===== src/logic/acr_pkg.sv =====
package acr_pkg;

   // Register addresses
   localparam logic [7:0] ACR_ADDR_RATE_CFG    = 8'h01;
   localparam logic [7:0] ACR_ADDR_READY_CFG   = 8'h02;
   localparam logic [7:0] ACR_ADDR_ROUTING_CFG = 8'h03;

   // Reset values
   localparam logic [7:0] ACR_RATE_CFG_RST    = 8'h00;
   localparam logic [7:0] ACR_READY_CFG_RST   = 8'h00;
   localparam logic [7:0] ACR_ROUTING_CFG_RST = 8'h00;
   localparam logic [7:0] ACR_UNMAPPED_READ   = 8'h00;

   // Field positions, rate / mode / reference byte
   localparam int ACR_DR_LSB   = 5;
   localparam int ACR_MODE_BIT = 4;
   localparam int ACR_CM_BIT   = 3;
   localparam int ACR_VREF_LSB = 1;
   localparam int ACR_TS_BIT   = 0;

   // Field positions, ready / integrity / current byte
   localparam int ACR_RDY_BIT  = 7;
   localparam int ACR_CNT_BIT  = 6;
   localparam int ACR_INT_LSB  = 4;
   localparam int ACR_BCS_BIT  = 3;
   localparam int ACR_IDAC_LSB = 0;

   // Field positions, routing byte
   localparam int ACR_R1_LSB = 5;
   localparam int ACR_R2_LSB = 2;

   // Reference source codes
   localparam logic [1:0] ACR_REF_INTERNAL = 2'b00;
   localparam logic [1:0] ACR_REF_EXTERNAL = 2'b01;

   // Integrity scheme codes
   localparam logic [1:0] ACR_INT_NONE     = 2'b00;
   localparam logic [1:0] ACR_INT_INVERTED = 2'b01;
   localparam logic [1:0] ACR_INT_CRC      = 2'b10;

   // Modulator clock in kHz
   localparam logic [9:0] ACR_MOD_KHZ_NORMAL = 10'h100;
   localparam logic [9:0] ACR_MOD_KHZ_TURBO  = 10'h200;

   // Normal speed output rates in samples per second
   localparam logic [11:0] ACR_SPS_0 = 12'd20;
   localparam logic [11:0] ACR_SPS_1 = 12'd45;
   localparam logic [11:0] ACR_SPS_2 = 12'd90;
   localparam logic [11:0] ACR_SPS_3 = 12'd175;
   localparam logic [11:0] ACR_SPS_4 = 12'd330;
   localparam logic [11:0] ACR_SPS_5 = 12'd600;
   localparam logic [11:0] ACR_SPS_6 = 12'd1000;

   // Excitation current in microamps
   localparam logic [10:0] ACR_UA_1 = 11'd10;
   localparam logic [10:0] ACR_UA_2 = 11'd50;
   localparam logic [10:0] ACR_UA_3 = 11'd100;
   localparam logic [10:0] ACR_UA_4 = 11'd250;
   localparam logic [10:0] ACR_UA_5 = 11'd500;
   localparam logic [10:0] ACR_UA_7 = 11'd1500;

   // One-hot route targets: bit 0..3 analog inputs, 4 positive ref, 5 negative ref
   localparam logic [5:0] ACR_ROUTE_EXT_REFERENCE_POSITIVE_HOT = 6'h10;

   // Normal speed rate; reserved code yields zero
   function automatic logic [11:0] acr_rate_sps(input logic [2:0] code);
      case (code)
         3'h0:    acr_rate_sps = ACR_SPS_0;
         3'h1:    acr_rate_sps = ACR_SPS_1;
         3'h2:    acr_rate_sps = ACR_SPS_2;
         3'h3:    acr_rate_sps = ACR_SPS_3;
         3'h4:    acr_rate_sps = ACR_SPS_4;
         3'h5:    acr_rate_sps = ACR_SPS_5;
         3'h6:    acr_rate_sps = ACR_SPS_6;
         default: acr_rate_sps = 12'h000;
      endcase
   endfunction

   // Shared current level for both sources
   function automatic logic [10:0] acr_current_ua(input logic [2:0] code, input logic [10:0] code6_ua);
      case (code)
         3'h1:    acr_current_ua = ACR_UA_1;
         3'h2:    acr_current_ua = ACR_UA_2;
         3'h3:    acr_current_ua = ACR_UA_3;
         3'h4:    acr_current_ua = ACR_UA_4;
         3'h5:    acr_current_ua = ACR_UA_5;
         3'h6:    acr_current_ua = code6_ua;
         3'h7:    acr_current_ua = ACR_UA_7;
         default: acr_current_ua = 11'h000;
      endcase
   endfunction

   // Routing field to one-hot target; off and reserved drive nothing
   function automatic logic [5:0] acr_route_onehot(input logic [2:0] code);
      case (code)
         3'h1:    acr_route_onehot = 6'h01;
         3'h2:    acr_route_onehot = 6'h02;
         3'h3:    acr_route_onehot = 6'h04;
         3'h4:    acr_route_onehot = 6'h08;
         3'h5:    acr_route_onehot = ACR_ROUTE_EXT_REFERENCE_POSITIVE_HOT;
         3'h6:    acr_route_onehot = 6'h20;
         default: acr_route_onehot = 6'h00;
      endcase
   endfunction

endpackage


===== src/logic/acr_config_regs.sv =====
// Functional notes
// - Bits 7:5 of byte 1 pick the output rate from 20 to 1000 SPS, doubled in turbo, with code 111 reserved.
// - Bit 4 of byte 1 runs the modulator at 256 kHz when zero and 512 kHz when one.
// - Bit 3 of byte 1 selects single-shot conversion when zero and continuous conversion when one.
// - Bits 2:1 of byte 1 select internal reference, external reference inputs, or the analog supply for 10 and 11.
// - Bit 0 of byte 1 enters temperature mode, which ignores byte 0 and forces the internal reference.
// - Bit 7 of byte 2 is a read-only new-result flag that resets to zero.
// - The new-result flag clears when the host reads the conversion data with no new result arriving in the same cycle.
// - Bit 6 of byte 2 enables the conversion data counter, off by default.
// - Bits 5:4 of byte 2 choose no check, appended inverted data, or appended CRC16, with 11 reserved.
// - Bit 3 of byte 2 switches the 10 uA burn-out sources on or off.
// - Bits 2:0 of byte 2 set one current level shared by both excitation sources.
// - Byte 1 sits at address 01h and resets to 00h.
// - Byte 2 sits at address 02h and resets to 00h.
// - Byte 3 sits at address 03h, resets to 00h, holds two routing fields and reads zero in bits 1:0.
// - Each routing field disables its source, routes it to an analog input, or to either reference input.
`timescale 1ns/1ps
module acr_config_regs
   import acr_pkg::*;
#(
   parameter logic [10:0] CODE6_UA = 11'd1000
) (
   // Clock and reset
   input  wire logic        MCLK_IN,
   input  wire logic        RESETN_IN,
   // Register port from the serial engine
   input  wire logic [7:0]  REG_ADDR_IN,
   input  wire logic        REG_WR_IN,
   input  wire logic [7:0]  REG_WDATA_IN,
   input  wire logic        REG_RD_IN,
   output logic [7:0]       REG_RDATA_OUT,
   // Converter events
   input  wire logic        RESULT_NEW_IN,
   input  wire logic        DATA_READ_IN,
   // Raw configuration fields
   output logic [2:0]       DATA_RATE_SEL_OUT,
   output logic             TURBO_MODE_OUT,
   output logic             CONVERSION_STYLE_OUT,
   output logic [1:0]       REFERENCE_CODE_OUT,
   output logic             TEMPERATURE_SENSE_ENABLE_OUT,
   output logic             RESULT_READY_FLAG_OUT,
   output logic             CONVERSION_COUNTER_ENABLE_OUT,
   output logic [1:0]       INTEGRITY_MODE_OUT,
   output logic             BURNOUT_SOURCE_ENABLE_OUT,
   output logic [2:0]       EXCITATION_CURRENT_LEVEL_OUT,
   output logic [2:0]       SOURCE_ONE_ROUTING_OUT,
   output logic [2:0]       SOURCE_TWO_ROUTING_OUT,
   // Decoded settings for the analog and data path
   output logic [11:0]      SAMPLE_RATE_SPS_OUT,
   output logic             RATE_VALID_OUT,
   output logic [9:0]       MOD_CLOCK_KHZ_OUT,
   output logic [1:0]       REFERENCE_SEL_OUT,
   output logic             CONFIG0_IGNORE_OUT,
   output logic             APPEND_INVERTED_OUT,
   output logic             APPEND_CRC_OUT,
   output logic [10:0]      EXCITATION_CURRENT_UA_OUT,
   output logic [5:0]       SOURCE_ONE_TARGET_OUT,
   output logic [5:0]       SOURCE_TWO_TARGET_OUT
);

   logic [7:0] rate_cfg_r;
   logic [6:0] ready_cfg_r;
   logic [5:0] routing_cfg_r;
   logic       ready_flag_r;
   logic [7:0] rdata_r;
   logic [7:0] rdata_nxt;
   logic       wr_rate;
   logic       wr_ready;
   logic       wr_routing;
   logic [7:0] last_wdata_r;

   // Write strobes per byte
   assign wr_rate    = REG_WR_IN && (REG_ADDR_IN == ACR_ADDR_RATE_CFG);
   assign wr_ready   = REG_WR_IN && (REG_ADDR_IN == ACR_ADDR_READY_CFG);
   assign wr_routing = REG_WR_IN && (REG_ADDR_IN == ACR_ADDR_ROUTING_CFG);

   // Rate, mode and reference byte, fully writable
   always_ff @(posedge MCLK_IN) begin
      if (!RESETN_IN) begin
         rate_cfg_r <= ACR_RATE_CFG_RST;
      end else if (wr_rate) begin
         rate_cfg_r <= REG_WDATA_IN;
      end
   end

   // Integrity and current byte; bit 7 is not stored here so writes cannot touch it
   always_ff @(posedge MCLK_IN) begin
      if (!RESETN_IN) begin
         ready_cfg_r <= ACR_READY_CFG_RST[6:0];
      end else if (wr_ready) begin
         ready_cfg_r <= REG_WDATA_IN[6:0];
      end
   end

   // Routing byte; low two bits have no storage and read as zero
   always_ff @(posedge MCLK_IN) begin
      if (!RESETN_IN) begin
         routing_cfg_r <= ACR_ROUTING_CFG_RST[7:2];
      end else if (wr_routing) begin
         routing_cfg_r <= REG_WDATA_IN[7:2];
      end
   end

   // New-result flag; a result landing with a data read wins so it is never lost
   always_ff @(posedge MCLK_IN) begin
      if (!RESETN_IN) begin
         ready_flag_r <= 1'b0;
      end else if (RESULT_NEW_IN) begin
         ready_flag_r <= 1'b1;
      end else if (DATA_READ_IN) begin
         ready_flag_r <= 1'b0;
      end
   end

   // Read mux; unmapped addresses, including byte 0 which lives elsewhere, read zero
   always_comb begin
      if (REG_ADDR_IN == ACR_ADDR_RATE_CFG) begin
         rdata_nxt = rate_cfg_r;
      end else if (REG_ADDR_IN == ACR_ADDR_READY_CFG) begin
         rdata_nxt = {ready_flag_r, ready_cfg_r};
      end else if (REG_ADDR_IN == ACR_ADDR_ROUTING_CFG) begin
         rdata_nxt = {routing_cfg_r, 2'b00};
      end else begin
         rdata_nxt = ACR_UNMAPPED_READ;
      end
   end

   // Read data is captured on the strobe and held until the next read
   always_ff @(posedge MCLK_IN) begin
      if (!RESETN_IN) begin
         rdata_r <= 8'h00;
      end else if (REG_RD_IN) begin
         rdata_r <= rdata_nxt;
      end
   end

   assign REG_RDATA_OUT = rdata_r;

   // Field outputs straight from the stored bytes
   assign DATA_RATE_SEL_OUT             = rate_cfg_r[ACR_DR_LSB +: 3];
   assign TURBO_MODE_OUT                = rate_cfg_r[ACR_MODE_BIT];
   assign CONVERSION_STYLE_OUT          = rate_cfg_r[ACR_CM_BIT];
   assign REFERENCE_CODE_OUT            = rate_cfg_r[ACR_VREF_LSB +: 2];
   assign TEMPERATURE_SENSE_ENABLE_OUT  = rate_cfg_r[ACR_TS_BIT];
   assign RESULT_READY_FLAG_OUT         = ready_flag_r;
   assign CONVERSION_COUNTER_ENABLE_OUT = ready_cfg_r[ACR_CNT_BIT];
   assign INTEGRITY_MODE_OUT            = ready_cfg_r[ACR_INT_LSB +: 2];
   assign BURNOUT_SOURCE_ENABLE_OUT     = ready_cfg_r[ACR_BCS_BIT];
   assign EXCITATION_CURRENT_LEVEL_OUT  = ready_cfg_r[ACR_IDAC_LSB +: 3];
   assign SOURCE_ONE_ROUTING_OUT        = routing_cfg_r[ACR_R1_LSB-2 +: 3];
   assign SOURCE_TWO_ROUTING_OUT        = routing_cfg_r[ACR_R2_LSB-2 +: 3];

   // Decoded settings lag the stored fields by one clock
   acr_field_decode #(
      .CODE6_UA          (CODE6_UA)
   ) u_decode (
      .clk_in            (MCLK_IN),
      .resetn_in         (RESETN_IN),
      .rate_code_in      (DATA_RATE_SEL_OUT),
      .turbo_in          (TURBO_MODE_OUT),
      .ref_code_in       (REFERENCE_CODE_OUT),
      .temp_mode_in      (TEMPERATURE_SENSE_ENABLE_OUT),
      .integrity_in      (INTEGRITY_MODE_OUT),
      .current_code_in   (EXCITATION_CURRENT_LEVEL_OUT),
      .route_one_in      (SOURCE_ONE_ROUTING_OUT),
      .route_two_in      (SOURCE_TWO_ROUTING_OUT),
      .sps_out           (SAMPLE_RATE_SPS_OUT),
      .rate_valid_out    (RATE_VALID_OUT),
      .mod_khz_out       (MOD_CLOCK_KHZ_OUT),
      .ref_eff_out       (REFERENCE_SEL_OUT),
      .cfg0_ignore_out   (CONFIG0_IGNORE_OUT),
      .append_inv_out    (APPEND_INVERTED_OUT),
      .append_crc_out    (APPEND_CRC_OUT),
      .current_ua_out    (EXCITATION_CURRENT_UA_OUT),
      .route_one_hot_out (SOURCE_ONE_TARGET_OUT),
      .route_two_hot_out (SOURCE_TWO_TARGET_OUT)
   );

   // Helper for checks: last write data seen
   always_ff @(posedge MCLK_IN) begin
      if (!RESETN_IN) begin
         last_wdata_r <= 8'h00;
      end else begin
         last_wdata_r <= REG_WDATA_IN;
      end
   end
endmodule


===== src/logic/acr_field_decode.sv =====
`timescale 1ns/1ps
module acr_field_decode
   import acr_pkg::*;
#(
   parameter logic [10:0] CODE6_UA = 11'd1000
) (
   // Clock and reset
   input  wire logic        clk_in,
   input  wire logic        resetn_in,
   // Raw fields
   input  wire logic [2:0]  rate_code_in,
   input  wire logic        turbo_in,
   input  wire logic [1:0]  ref_code_in,
   input  wire logic        temp_mode_in,
   input  wire logic [1:0]  integrity_in,
   input  wire logic [2:0]  current_code_in,
   input  wire logic [2:0]  route_one_in,
   input  wire logic [2:0]  route_two_in,
   // Decoded, registered
   output logic [11:0]      sps_out,
   output logic             rate_valid_out,
   output logic [9:0]       mod_khz_out,
   output logic [1:0]       ref_eff_out,
   output logic             cfg0_ignore_out,
   output logic             append_inv_out,
   output logic             append_crc_out,
   output logic [10:0]      current_ua_out,
   output logic [5:0]       route_one_hot_out,
   output logic [5:0]       route_two_hot_out
);

   logic [11:0] base_sps;

   // Turbo doubles the normal rate; top code 2000 still fits 12 bits
   assign base_sps = acr_rate_sps(rate_code_in);

   // Rate and modulator speed
   always_ff @(posedge clk_in) begin
      if (!resetn_in) begin
         sps_out        <= ACR_SPS_0;
         rate_valid_out <= 1'b1;
         mod_khz_out    <= ACR_MOD_KHZ_NORMAL;
      end else begin
         sps_out        <= turbo_in ? {base_sps[10:0], 1'b0} : base_sps;
         rate_valid_out <= (rate_code_in != 3'h7);
         mod_khz_out    <= turbo_in ? ACR_MOD_KHZ_TURBO : ACR_MOD_KHZ_NORMAL;
      end
   end

   // Reference, forced internal while the temperature sensor measures
   always_ff @(posedge clk_in) begin
      if (!resetn_in) begin
         ref_eff_out     <= ACR_REF_INTERNAL;
         cfg0_ignore_out <= 1'b0;
      end else begin
         ref_eff_out     <= temp_mode_in ? ACR_REF_INTERNAL : ref_code_in;
         cfg0_ignore_out <= temp_mode_in;
      end
   end

   // Integrity scheme; reserved code appends nothing
   always_ff @(posedge clk_in) begin
      if (!resetn_in) begin
         append_inv_out <= 1'b0;
         append_crc_out <= 1'b0;
      end else begin
         append_inv_out <= (integrity_in == ACR_INT_INVERTED);
         append_crc_out <= (integrity_in == ACR_INT_CRC);
      end
   end

   // Excitation level and routing
   always_ff @(posedge clk_in) begin
      if (!resetn_in) begin
         current_ua_out    <= 11'h000;
         route_one_hot_out <= 6'h00;
         route_two_hot_out <= 6'h00;
      end else begin
         current_ua_out    <= acr_current_ua(current_code_in, CODE6_UA);
         route_one_hot_out <= acr_route_onehot(route_one_in);
         route_two_hot_out <= acr_route_onehot(route_two_in);
      end
   end

endmodule


===== config.mk =====
export PLATFORM = sky130hd
export DESIGN_NAME = acr_config_regs
export DESIGN_NICKNAME = d
export VERILOG_FILES = /design/src/logic/acr_pkg.sv /design/src/logic/acr_config_regs.sv /design/src/logic/acr_field_decode.sv
export SDC_FILE = /design/constraint.sdc
export NUM_CORES = 1
export LEC_CHECK = 0
export BUFFER_PORTS_ARGS = -buffer_cell sky130_fd_sc_hd__buf_4
export CAP_MARGIN = 20
export CORE_UTILIZATION = 49
export DETAILED_ROUTE_END_ITERATION = 10
export GPL_ROUTABILITY_DRIVEN = 0
export PLACE_DENSITY = 0.79
export SETUP_SLACK_MARGIN = 0.02
export SYNTH_ARGS = -nofsm -noshare
export SYNTH_HDL_FRONTEND = slang
export SYNTH_HIERARCHICAL = 1
export SYNTH_SLANG_ARGS = --single-unit

===== constraint.sdc =====
create_clock -name MCLK_IN -period 1.5 [get_ports MCLK_IN]
set_input_delay 0.15 -clock MCLK_IN [delete_from_list [all_inputs] [get_ports MCLK_IN]]
set_output_delay 0.15 -clock MCLK_IN [all_outputs]
set_load 0.03 [all_outputs]

=== Word level (Yosys, flattened, before mapping) ===
Index checks and enable logic that the tools add are counted.

* Equal/unequal tests: 31
* Muxes and demuxes: 11
* Bitwise gates (word level): 1
* Reduce and logical (&&, ||, !) cells: 7

{| class="wikitable"
|+ Operator list
! kind !! number
|-
| 11-bit one-hot mux with 7 select lines || 1
|-
| 6-bit one-hot mux with 6 select lines || 2
|-
| 10-bit one-hot mux with 7 select lines || 1
|-
| 3-bit == test (second input constant) || 13
|-
| 3-bit by 2-bit == test with 1-bit output (second input constant) || 8
|-
| 8-bit 2-to-1 mux || 3
|-
| 8-bit by 2-bit == test with 1-bit output (second input constant) || 2
|-
| 3-bit by 1-bit == test with 1-bit output (second input constant) || 4
|-
| 11-bit 2-to-1 mux || 1
|-
| 10-bit 2-to-1 mux || 1
|-
| 8-bit by 1-bit == test with 1-bit output (second input constant) || 1
|-
| 2-bit OR reduction || 2
|-
| 1-bit logical AND || 3
|-
| 3-bit zero test || 1
|-
| 3-bit != test (second input constant) || 1
|-
| 2-bit by 1-bit == test with 1-bit output (second input constant) || 1
|-
| 2-bit == test (second input constant) || 1
|-
| 1-bit 2-to-1 mux || 2
|-
| 2-bit nonzero test || 1
|-
| 1-bit NOT || 1
|}

* Register bits: 81

=== Longest topological paths before layout ===
Gate-level depths: netlist of the first run.

* Depth after elaboration: 4
* Gate-level depth with buffers: 5

=== Hierarchy ===
The synthesis of the first run kept the hierarchy.

{| class="wikitable"
|+ Modules (own cells, without submodules)
! module !! times used !! cells each !! area each (um^2)
|-
| acr_field_decode || 1 || 158 || 1517.7
|-
| acr_config_regs || 1 || 130 || 1306.3
|}

=== Worst setup path after synthesis of the first run ===
OpenSTA, ideal clock, no wires.

* Kind: register -> register
* From: register rate_cfg_r[6]
* To: register u_decode.sps_out[5]
* Setup time: 0.059 ns
* Arrival time: 1.326 ns
* Data required time: 1.441 ns
* Slack: 0.114 ns
* Cell stages (with the launch flop): 5
* Buffers on the path: 1
* Path through: dfxtp_1 buf_4 or3b_4 o211ai_2 o311a_1

* Word-level cells in the longest chain between the ends: 3

{| class="wikitable"
|+ RTL lines
! element !! line !! RTL
|-
| from (decl) || acr_config_regs.sv:61 || <nowiki>logic [7:0] rate_cfg_r;</nowiki>
|-
| from (signal assigned) || acr_config_regs.sv:80 || <nowiki>rate_cfg_r <= ACR_RATE_CFG_RST;</nowiki>
|-
| from (signal assigned) || acr_config_regs.sv:82 || <nowiki>rate_cfg_r <= REG_WDATA_IN;</nowiki>
|-
| 3-bit == test, or another cell as far along || acr_pkg.sv:67 || <nowiki>case (code)</nowiki>
|-
| 10-bit one-hot mux with 7 select lines (*) || acr_pkg.sv:67 ||
|-
| 11-bit 2-to-1 mux (*) || acr_field_decode.sv:44 || <nowiki>sps_out <= turbo_in ? {base_sps[10:0], 1'b0} : base_sps;</nowiki>
|-
| to (signal assigned) || acr_field_decode.sv:44 ||
|-
| to (decl) || acr_field_decode.sv:20 || <nowiki>output logic [11:0] sps_out,</nowiki>
|}

Mark *: on every way between the ends. The rest lies on a longest branch, timed or not.
A chain may end at the register's enable or synchronous reset.

=== Worst setup path in the final report of the first run ===
* From: register rate_cfg_r[4]
* To: output TURBO_MODE_OUT

{| class="wikitable"
|+ RTL lines
! element !! line !! RTL
|-
| to (decl) || acr_config_regs.sv:37 || <nowiki>output logic TURBO_MODE_OUT,</nowiki>
|}

No word-level cell between the ends.

==> out/qor.json, run 1 <==
{
  "summed_negative_setup_slack_over_all_endpoints": {"value": 0, "unit": "ps"},
  "outcome": {"value": "completed"},
  "cp.buffers_inverters": {"value": 2},
  "fin_worst_skew": {"value": 6.641, "unit": "ps"},
  "port_buffers": {"value": 92},
  "max-clock-path-buffers": {"value": 2},
  "maximum_number_of_pins_on_one_net_before_global_route_repair": {"value": 44},
  "antenna-diode-count": {"value": 0},
  "cell_chosen_for_the_clock_root": {"value": "clkbuf_8"},
  "dpl_worst_slack": {"value": 72.03, "unit": "ps"},
  "layout_common_cells": {"value": "100 x buf_4, 70 x dfxtp_1, 40 x nand2_1, 21 x mux2i_1, 18 x nor2_1"},
  "period_minus_slack": {"value": 1387, "unit": "ps"},
  "postSynth.asyncResetShare": {"value": 0},
  "hold_buffers": {"value": 0},
  "grt_overflow": {"value": 0},
  "slew-limit-headroom": {"value": 0.6609},
  "worst_path_largest_cell_delay": {"value": 510, "unit": "ps"},
  "clock_sink_count": {"value": 71},
  "area_of_the_mapped_netlist": {"value": 0.002824, "unit": "mm^2"},
  "timing.final.ws_setup": {"value": 113.4, "unit": "ps"},
  "worst-path-max-fanout": {"value": 11},
  "postSynthAreaPerCell": {"value": 9.805, "unit": "um^2"},
  "vdd_drop_max": {"value": 0.5416, "unit": "mV"},
  "fp.dieW": {"value": 77.92, "unit": "um"},
  "fp.dieArea": {"value": 0.006071, "unit": "mm^2"},
  "worstSetupStartpointType": {"value": "flop"},
  "layout.cells.most_common": {"value": "buf_4"},
  "clk_latency": {"value": 330, "unit": "ps"},
  "crit_family": {"value": "flip-flops"},
  "synth.ff_latch_count": {"value": 71},
  "tritoncts.num_buffers": {"value": 9},
  "drive_gt1_frac": {"value": 0.3377},
  "synth-main-ff-cell": {"value": "dfxtp_1"},
  "antenna_found_initial": {"value": 0},
  "synthCells": {"value": 288},
  "biggest_area_consumer_among_synthesized_cells": {"value": "dfxtp_1"},
  "htree_num_levels": {"value": 3},
  "drt_iter0_markers": {"value": 96},
  "worst_slew_pin_slew": {"value": 504.9, "unit": "ps"},
  "cap_violations": {"value": 0},
  "yosys-top-cells-area": {"value": "dfxtp_1 50%, mux2i_1 7.4%, nand2_1 5.3%"},
  "setup_violations": {"value": 0},
  "clock_tree_from_tritoncts": {"value": "yes"},
  "drt-pass1-iter-count": {"value": 4},
  "synth_enable_flop_cells": {"value": 0},
  "globalRouteTotalUtil": {"value": 0.2122},
  "core_region_area": {"value": 0.005540, "unit": "mm^2"},
  "synth_top_area_frac": {"value": 0.5033},
  "dr_total_vias": {"value": 2323},
  "power": {"value": 3787, "unit": "uW"},
  "timing.critical_path.arrival": {"value": 1240, "unit": "ps"},
  "area.growth.synth_to_final": {"value": 33.58, "unit": "%"},
  "ys.warnings.count": {"value": 6},
  "routed_wire_length_per_instance": {"value": 13.79, "unit": "um"},
  "drc": {"value": 0},
  "worstSetupPathType": {"value": "flop to output pin"},
  "post_synth_num_cell_types": {"value": 44},
  "fmax": {"value": 0.7212, "unit": "GHz"},
  "finalMaxSlewViolations": {"value": 0},
  "finalCritPeriodShare": {"value": 0.9244},
  "routed_wire_length": {"value": 6300, "unit": "um"},
  "die_y": {"value": 77.92, "unit": "um"},
  "dpl.hpwl": {"value": 4406, "unit": "um"},
  "drtAntennaViolNets": {"value": 0},
  "grt_pass1_wl": {"value": 9984, "unit": "um"},
  "first_global_vias": {"value": 2151},
  "total_leakage_power": {"value": 0.001800, "unit": "uW"},
  "row_count": {"value": 27},
  "powerDensity": {"value": 1004, "unit": "mW/mm^2"},
  "hold_path_class": {"value": "primary input to flop"},
  "fin_nets": {"value": 402},
  "critPathMostFrequentCell": {"value": "buf_4"},
  "final_core_util": {"value": 0.6809},
  "synth-seq-area-share": {"value": 0.5033},
  "initial_utilization": {"value": 0.5097},
  "worstSetupEndpointType": {"value": "output pin"},
  "path_clk_slew": {"value": 70, "unit": "ps"},
  "timing.critical_path.slowest_stage_cell": {"value": "dfxtp_1"},
  "finalHoldViolations": {"value": 0},
  "drt-vias-per-instance": {"value": 5.083},
  "ioPinCount": {"value": 103},
  "setup_repair_after_global_routing_missed_its_margin": {"value": "false"},
  "series_of_cell_instances_along_the_critical_path": {"value": "buf_4 -> buf_4"},
  "required_worst_endpoint": {"value": 1350, "unit": "ps"}
}
## flip-flops by register name (all words and copies together) (netlist names)
signal,cells
REG_RDATA_OUT,8
u_decode/route_one_hot_out,6
u_decode/sps_out,11
u_decode/cfg0_ignore_out,1
u_decode/route_two_hot_out,6
rate_cfg_r,8
u_decode/ref_eff_out,2
u_decode/append_inv_out,1
u_decode/append_crc_out,1
routing_cfg_r,6
RESULT_READY_FLAG_OUT,1
ready_cfg_r,7
u_decode/mod_khz_out,2
u_decode/rate_valid_out,1
u_decode/current_ua_out,10
## report_power, final
group	switching [uW]	total, uW	internal, uW
clock	684	1710	1030
sequential	2.82	1890	1890
combinational	117	186	68.4
## layout make-up
type                            instances  area [um^2]
Clock buffer                           13        158.9
Clock inverter                          3        65.06
Fill cell                             453         1768
Inverter                                4        15.01
Multi-Input combinational cell        193         1250
Sequential cell                        71         1423
Tap cell                               72        90.09
Timing Repair Buffer                  101        770.7
## per-stage QoR
| stage | instances | hold slack (ps) | instance area [um^2] |
|---|---|---|---|
| 2_1_floorplan | 297 | 273.8 | 2858 |
| 3_3_place_gp | 441 | 360.0 | 3547 |
| 3_5_place_dp | 441 | 364.7 | 3547 |
| 4_1_cts | 457 | 11.94 | 3772 |
| 5_1_grt | 457 | 27.91 | 3772 |
| 6_report | 457 | 19.86 | 3772 |
## path summary, 6_finish.rpt
kind	start	slack [ps]	endpoint	cells past startpoint
min reg2reg	ready_cfg_r[5]	490	u_decode/append_inv_out	1
min	RESULT_NEW_IN	20	RESULT_READY_FLAG_OUT	2
max	rate_cfg_r[4]	110	TURBO_MODE_OUT	2
max reg2reg	rate_cfg_r[7]	250	u_decode/sps_out[8]	3
## cell families after synthesis
kind of cell	synth area share
AOI/OAI and AO/OA	0.09880
xor gates and xnor gates	0.01241
buffers and inverters	0.06602
DFF	0.5033
muxes	0.09836
other	0.001328
and+or+nand+nor	0.2198
## Yosys cell counts, drive strengths merged, types with 2 or more instances
library cell and number:
nand2b 8, dfxtp 71, nor2b 7, inv 4
and3 3, o31ai 3, mux2i 21, o21ai 12
xnor2 3, nor3 4, nand3 3, clkbuf 7
a21boi 3, o211ai 2, buf 22, mux2 6
and3b 3, nand4 4, nand2 40, a21oi 5
and2 4, a22oi 8, o21a 3, nor2 18
and2b 2, nand3b 9
## worst reg2reg max path, cell delays in order, from the launching register on
cell     delay, ps
dfxtp_1        620
inv_1          170
o31ai_1        260
and2_1         160
## routing by layer
layer | global-route usage | vias to the layer above | routed length, um
met5 | 0 | - | 0
met4 | 0.1130 | 0 | 88
met1 | 0.2572 | 1088 | 2741
met2 | 0.3522 | 83 | 3097
met3 | 0.04471 | 7 | 373
li1 | - | 1145 | -
## timing repair
| action | in CTS | in global routing |
|---|---|---|
| setup endpoints to repair | 1 | 0 |
| resized for setup | 1 | 0 |
| setup buffers | 0 | 0 |
Note: power is estimated with default switching activity, not from simulation.
==> run 2, diff against run 1 <==
- CELL_PAD_IN_SITES_DETAIL_PLACEMENT: not set -> 1
- CELL_PAD_IN_SITES_GLOBAL_PLACEMENT: not set -> 1
- CORE_UTILIZATION: 49 -> 36
- PLACE_DENSITY: 0.79 -> not set
- PLACE_DENSITY_LB_ADDON: not set -> 0.1
==> run 2 against run 1 <==
Combinational power increased by 4%. Cell area increased by 0.80%. Power decreased by 5.1%. Worst setup slack improved by 45 ps. Count of clock-buffer cells in the layout decreased by 4. Register-to-register slack about the same. Hold slack got worse by 1.9 ps. Sequential share of layout area decreased by 0.23 points. Clock power decreased by 12%. Core utilization decreased by 17 points. Global-route usage decreased by 3.8 points. Critical path type unchanged.
==> out/qor.json, run 2 (synthesis gave the netlist of run 1 again) <==
{
  "drive_gt1_frac": {"value": 0.3531},
  "largest_register_ffs": {"value": 11},
  "ioPinCount": {"value": 103},
  "drc": {"value": 0},
  "worstSetupPathType": {"value": "flop to output pin"},
  "htree_num_levels": {"value": 3},
  "globalRouteTotalUtil": {"value": 0.1745},
  "fin_cells": {"value": 487},
  "layout_common_cells": {"value": "103 x buf_4, 68 x dfxtp_1, 40 x nand2_1, 21 x mux2i_1, 18 x nor2_1"},
  "tritoncts.num_buffers": {"value": 9},
  "antenna-diode-count": {"value": 0},
  "layout.cells.most_common": {"value": "buf_4"},
  "fp.dieArea": {"value": 0.008203, "unit": "mm^2"},
  "grt_overflow": {"value": 0},
  "worstSetupEndpointType": {"value": "output pin"},
  "setup_repair_after_global_routing_missed_its_margin": {"value": "false"},
  "drt_iter0_markers": {"value": 75},
  "timing.final.ws_setup": {"value": 157.9, "unit": "ps"},
  "fmax": {"value": 0.7451, "unit": "GHz"},
  "drt-vias-per-instance": {"value": 4.778},
  "routed_wire_length": {"value": 6953, "unit": "um"},
  "timing.reg2reg.worst_path_depth": {"value": 3},
  "worst-path-max-fanout": {"value": 8},
  "crit-reg2reg-launch": {"value": "rate_cfg_r[6]"},
  "finalCritPeriodShare": {"value": 0.8947},
  "maximum_number_of_pins_on_one_net_before_global_route_repair": {"value": 44},
  "timing.critical_path.arrival": {"value": 1190, "unit": "ps"},
  "fp.dieW": {"value": 90.57, "unit": "um"},
  "path_clk_slew": {"value": 80, "unit": "ps"},
  "cap_violations": {"value": 0},
  "dpl.hpwl": {"value": 5030, "unit": "um"},
  "grt_pass1_wl": {"value": 11430, "unit": "um"},
  "antenna_found_initial": {"value": 0},
  "initial_utilization": {"value": 0.3812},
  "min_path_cells": {"value": 2},
  "period_minus_slack": {"value": 1342, "unit": "ps"},
  "place_inst": {"value": 471},
  "dr_total_vias": {"value": 2327},
  "holdPathEnd": {"value": "RESULT_READY_FLAG_OUT"},
  "clk_latency": {"value": 340, "unit": "ps"},
  "top_register": {"value": "u_decode/sps_out"},
  "largest_registers": {"value": "u_decode/sps_out: 11 flops, u_decode/current_ua_out: 10 flops"},
  "total_leakage_power": {"value": 0.001807, "unit": "uW"},
  "setup_violations": {"value": 0},
  "reg_to_reg_slack_setup": {"value": 240, "unit": "ps"},
  "power": {"value": 3596, "unit": "uW"},
  "finalMaxSlewViolations": {"value": 0},
  "finalHoldViolations": {"value": 0},
  "hold_path_class": {"value": "primary input to flop"},
  "worstSetupStartpointType": {"value": "flop"},
  "clock_sink_count": {"value": 71},
  "timing.critical_path.from": {"value": "rate_cfg_r[6]"},
  "required_worst_endpoint": {"value": 1350, "unit": "ps"},
  "first_global_vias": {"value": 2224},
  "critical_path.reg2reg.endpoint": {"value": "u_decode/sps_out[5]"},
  "row_count": {"value": 31},
  "summed_negative_setup_slack_over_all_endpoints": {"value": 0, "unit": "ps"},
  "max-clock-path-buffers": {"value": 2},
  "die_y": {"value": 90.57, "unit": "um"},
  "cell_chosen_for_the_clock_root": {"value": "clkbuf_8"},
  "fin_worst_skew": {"value": 9.883, "unit": "ps"},
  "clock_tree_from_tritoncts": {"value": "yes"},
  "worst_hold_startpoint": {"value": "RESULT_NEW_IN"},
  "core_region_area": {"value": 0.007408, "unit": "mm^2"},
  "port_buffers": {"value": 92},
  "hold_buffers": {"value": 0},
  "routed_wire_length_per_instance": {"value": 14.28, "unit": "um"},
  "area.growth.synth_to_final": {"value": 34.65, "unit": "%"},
  "powerDensity": {"value": 945.6, "unit": "mW/mm^2"},
  "dpl_worst_slack": {"value": 199.4, "unit": "ps"},
  "drt-pass1-iter-count": {"value": 4},
  "vdd_drop_max": {"value": 0.3601, "unit": "mV"},
  "outcome": {"value": "completed"},
  "drtAntennaViolNets": {"value": 0},
  "fin_nets": {"value": 405}
}
-- run 2: worst max path at each step --
| stage | endpoint | cells past startpoint |
|---|---|---|
| 2_1_floorplan | u_decode/sps_out[5] | 4 |
| 3_3_place_gp | REG_RDATA_OUT[0] | 5 |
| 3_5_place_dp | rate_cfg_r[5] | 4 |
| 4_1_cts | TURBO_MODE_OUT | 2 |
| 5_1_grt | DATA_RATE_SEL_OUT[0] | 2 |
| 6_report | DATA_RATE_SEL_OUT[1] | 2 |
-- run 2: repair_timing --
item / 4_1_cts / 5_1_grt
setup endpoints to repair: 1 / 2
buffers inserted: 0 / 0
gates resized for setup: 1 / 2
-- run 2: layer usage --
metal / wire length (um) / vias up / track usage
met4: 75 / 0 / 0.06855
met1: 3368 / 1097 / 0.2371
met5: 0 / - / 0
met3: 404 / 7 / 0.04293
met2: 3104 / 78 / 0.2645
li1: - / 1145 / -
-- run 2: where the power goes --
group / internal, uW / leakage (uW) / total (uW) / switching, uW
clock: 770 / 0.000103 / 1510 / 743
sequential: 1890 / 0.000574 / 1890 / 2.93
combinational: 71.1 / 0.00113 / 193 / 122
-- run 2: layout make-up --
cell class,instances,area (um^2)
multi-input combinational,193,1250
clock inverter,7,71.32
sequential,71,1425
clock buffer,9,123.9
tap,99,123.9
fill,856,3606
timing repair buffer,104,793.3
inverter,4,15.01
-- run 2: through the flow --
stage | util | cell area, um^2 | hold slack [ps]
6_report | 0.5133 | 3802 | 17.94
5_1_grt | 0.5133 | 3802 | 25.61
4_1_cts | 0.5129 | 3800 | 7.604
3_5_place_dp | 0.4864 | 3603 | 367.5
3_3_place_gp | 0.4864 | 3603 | 361.0
2_1_floorplan | - | 2858 | 273.8
-- run 2: critical path, stage by stage, from the launching register on --
cell and delay, ps:
dfxtp_1 510, buf_4 190, buf_4 150
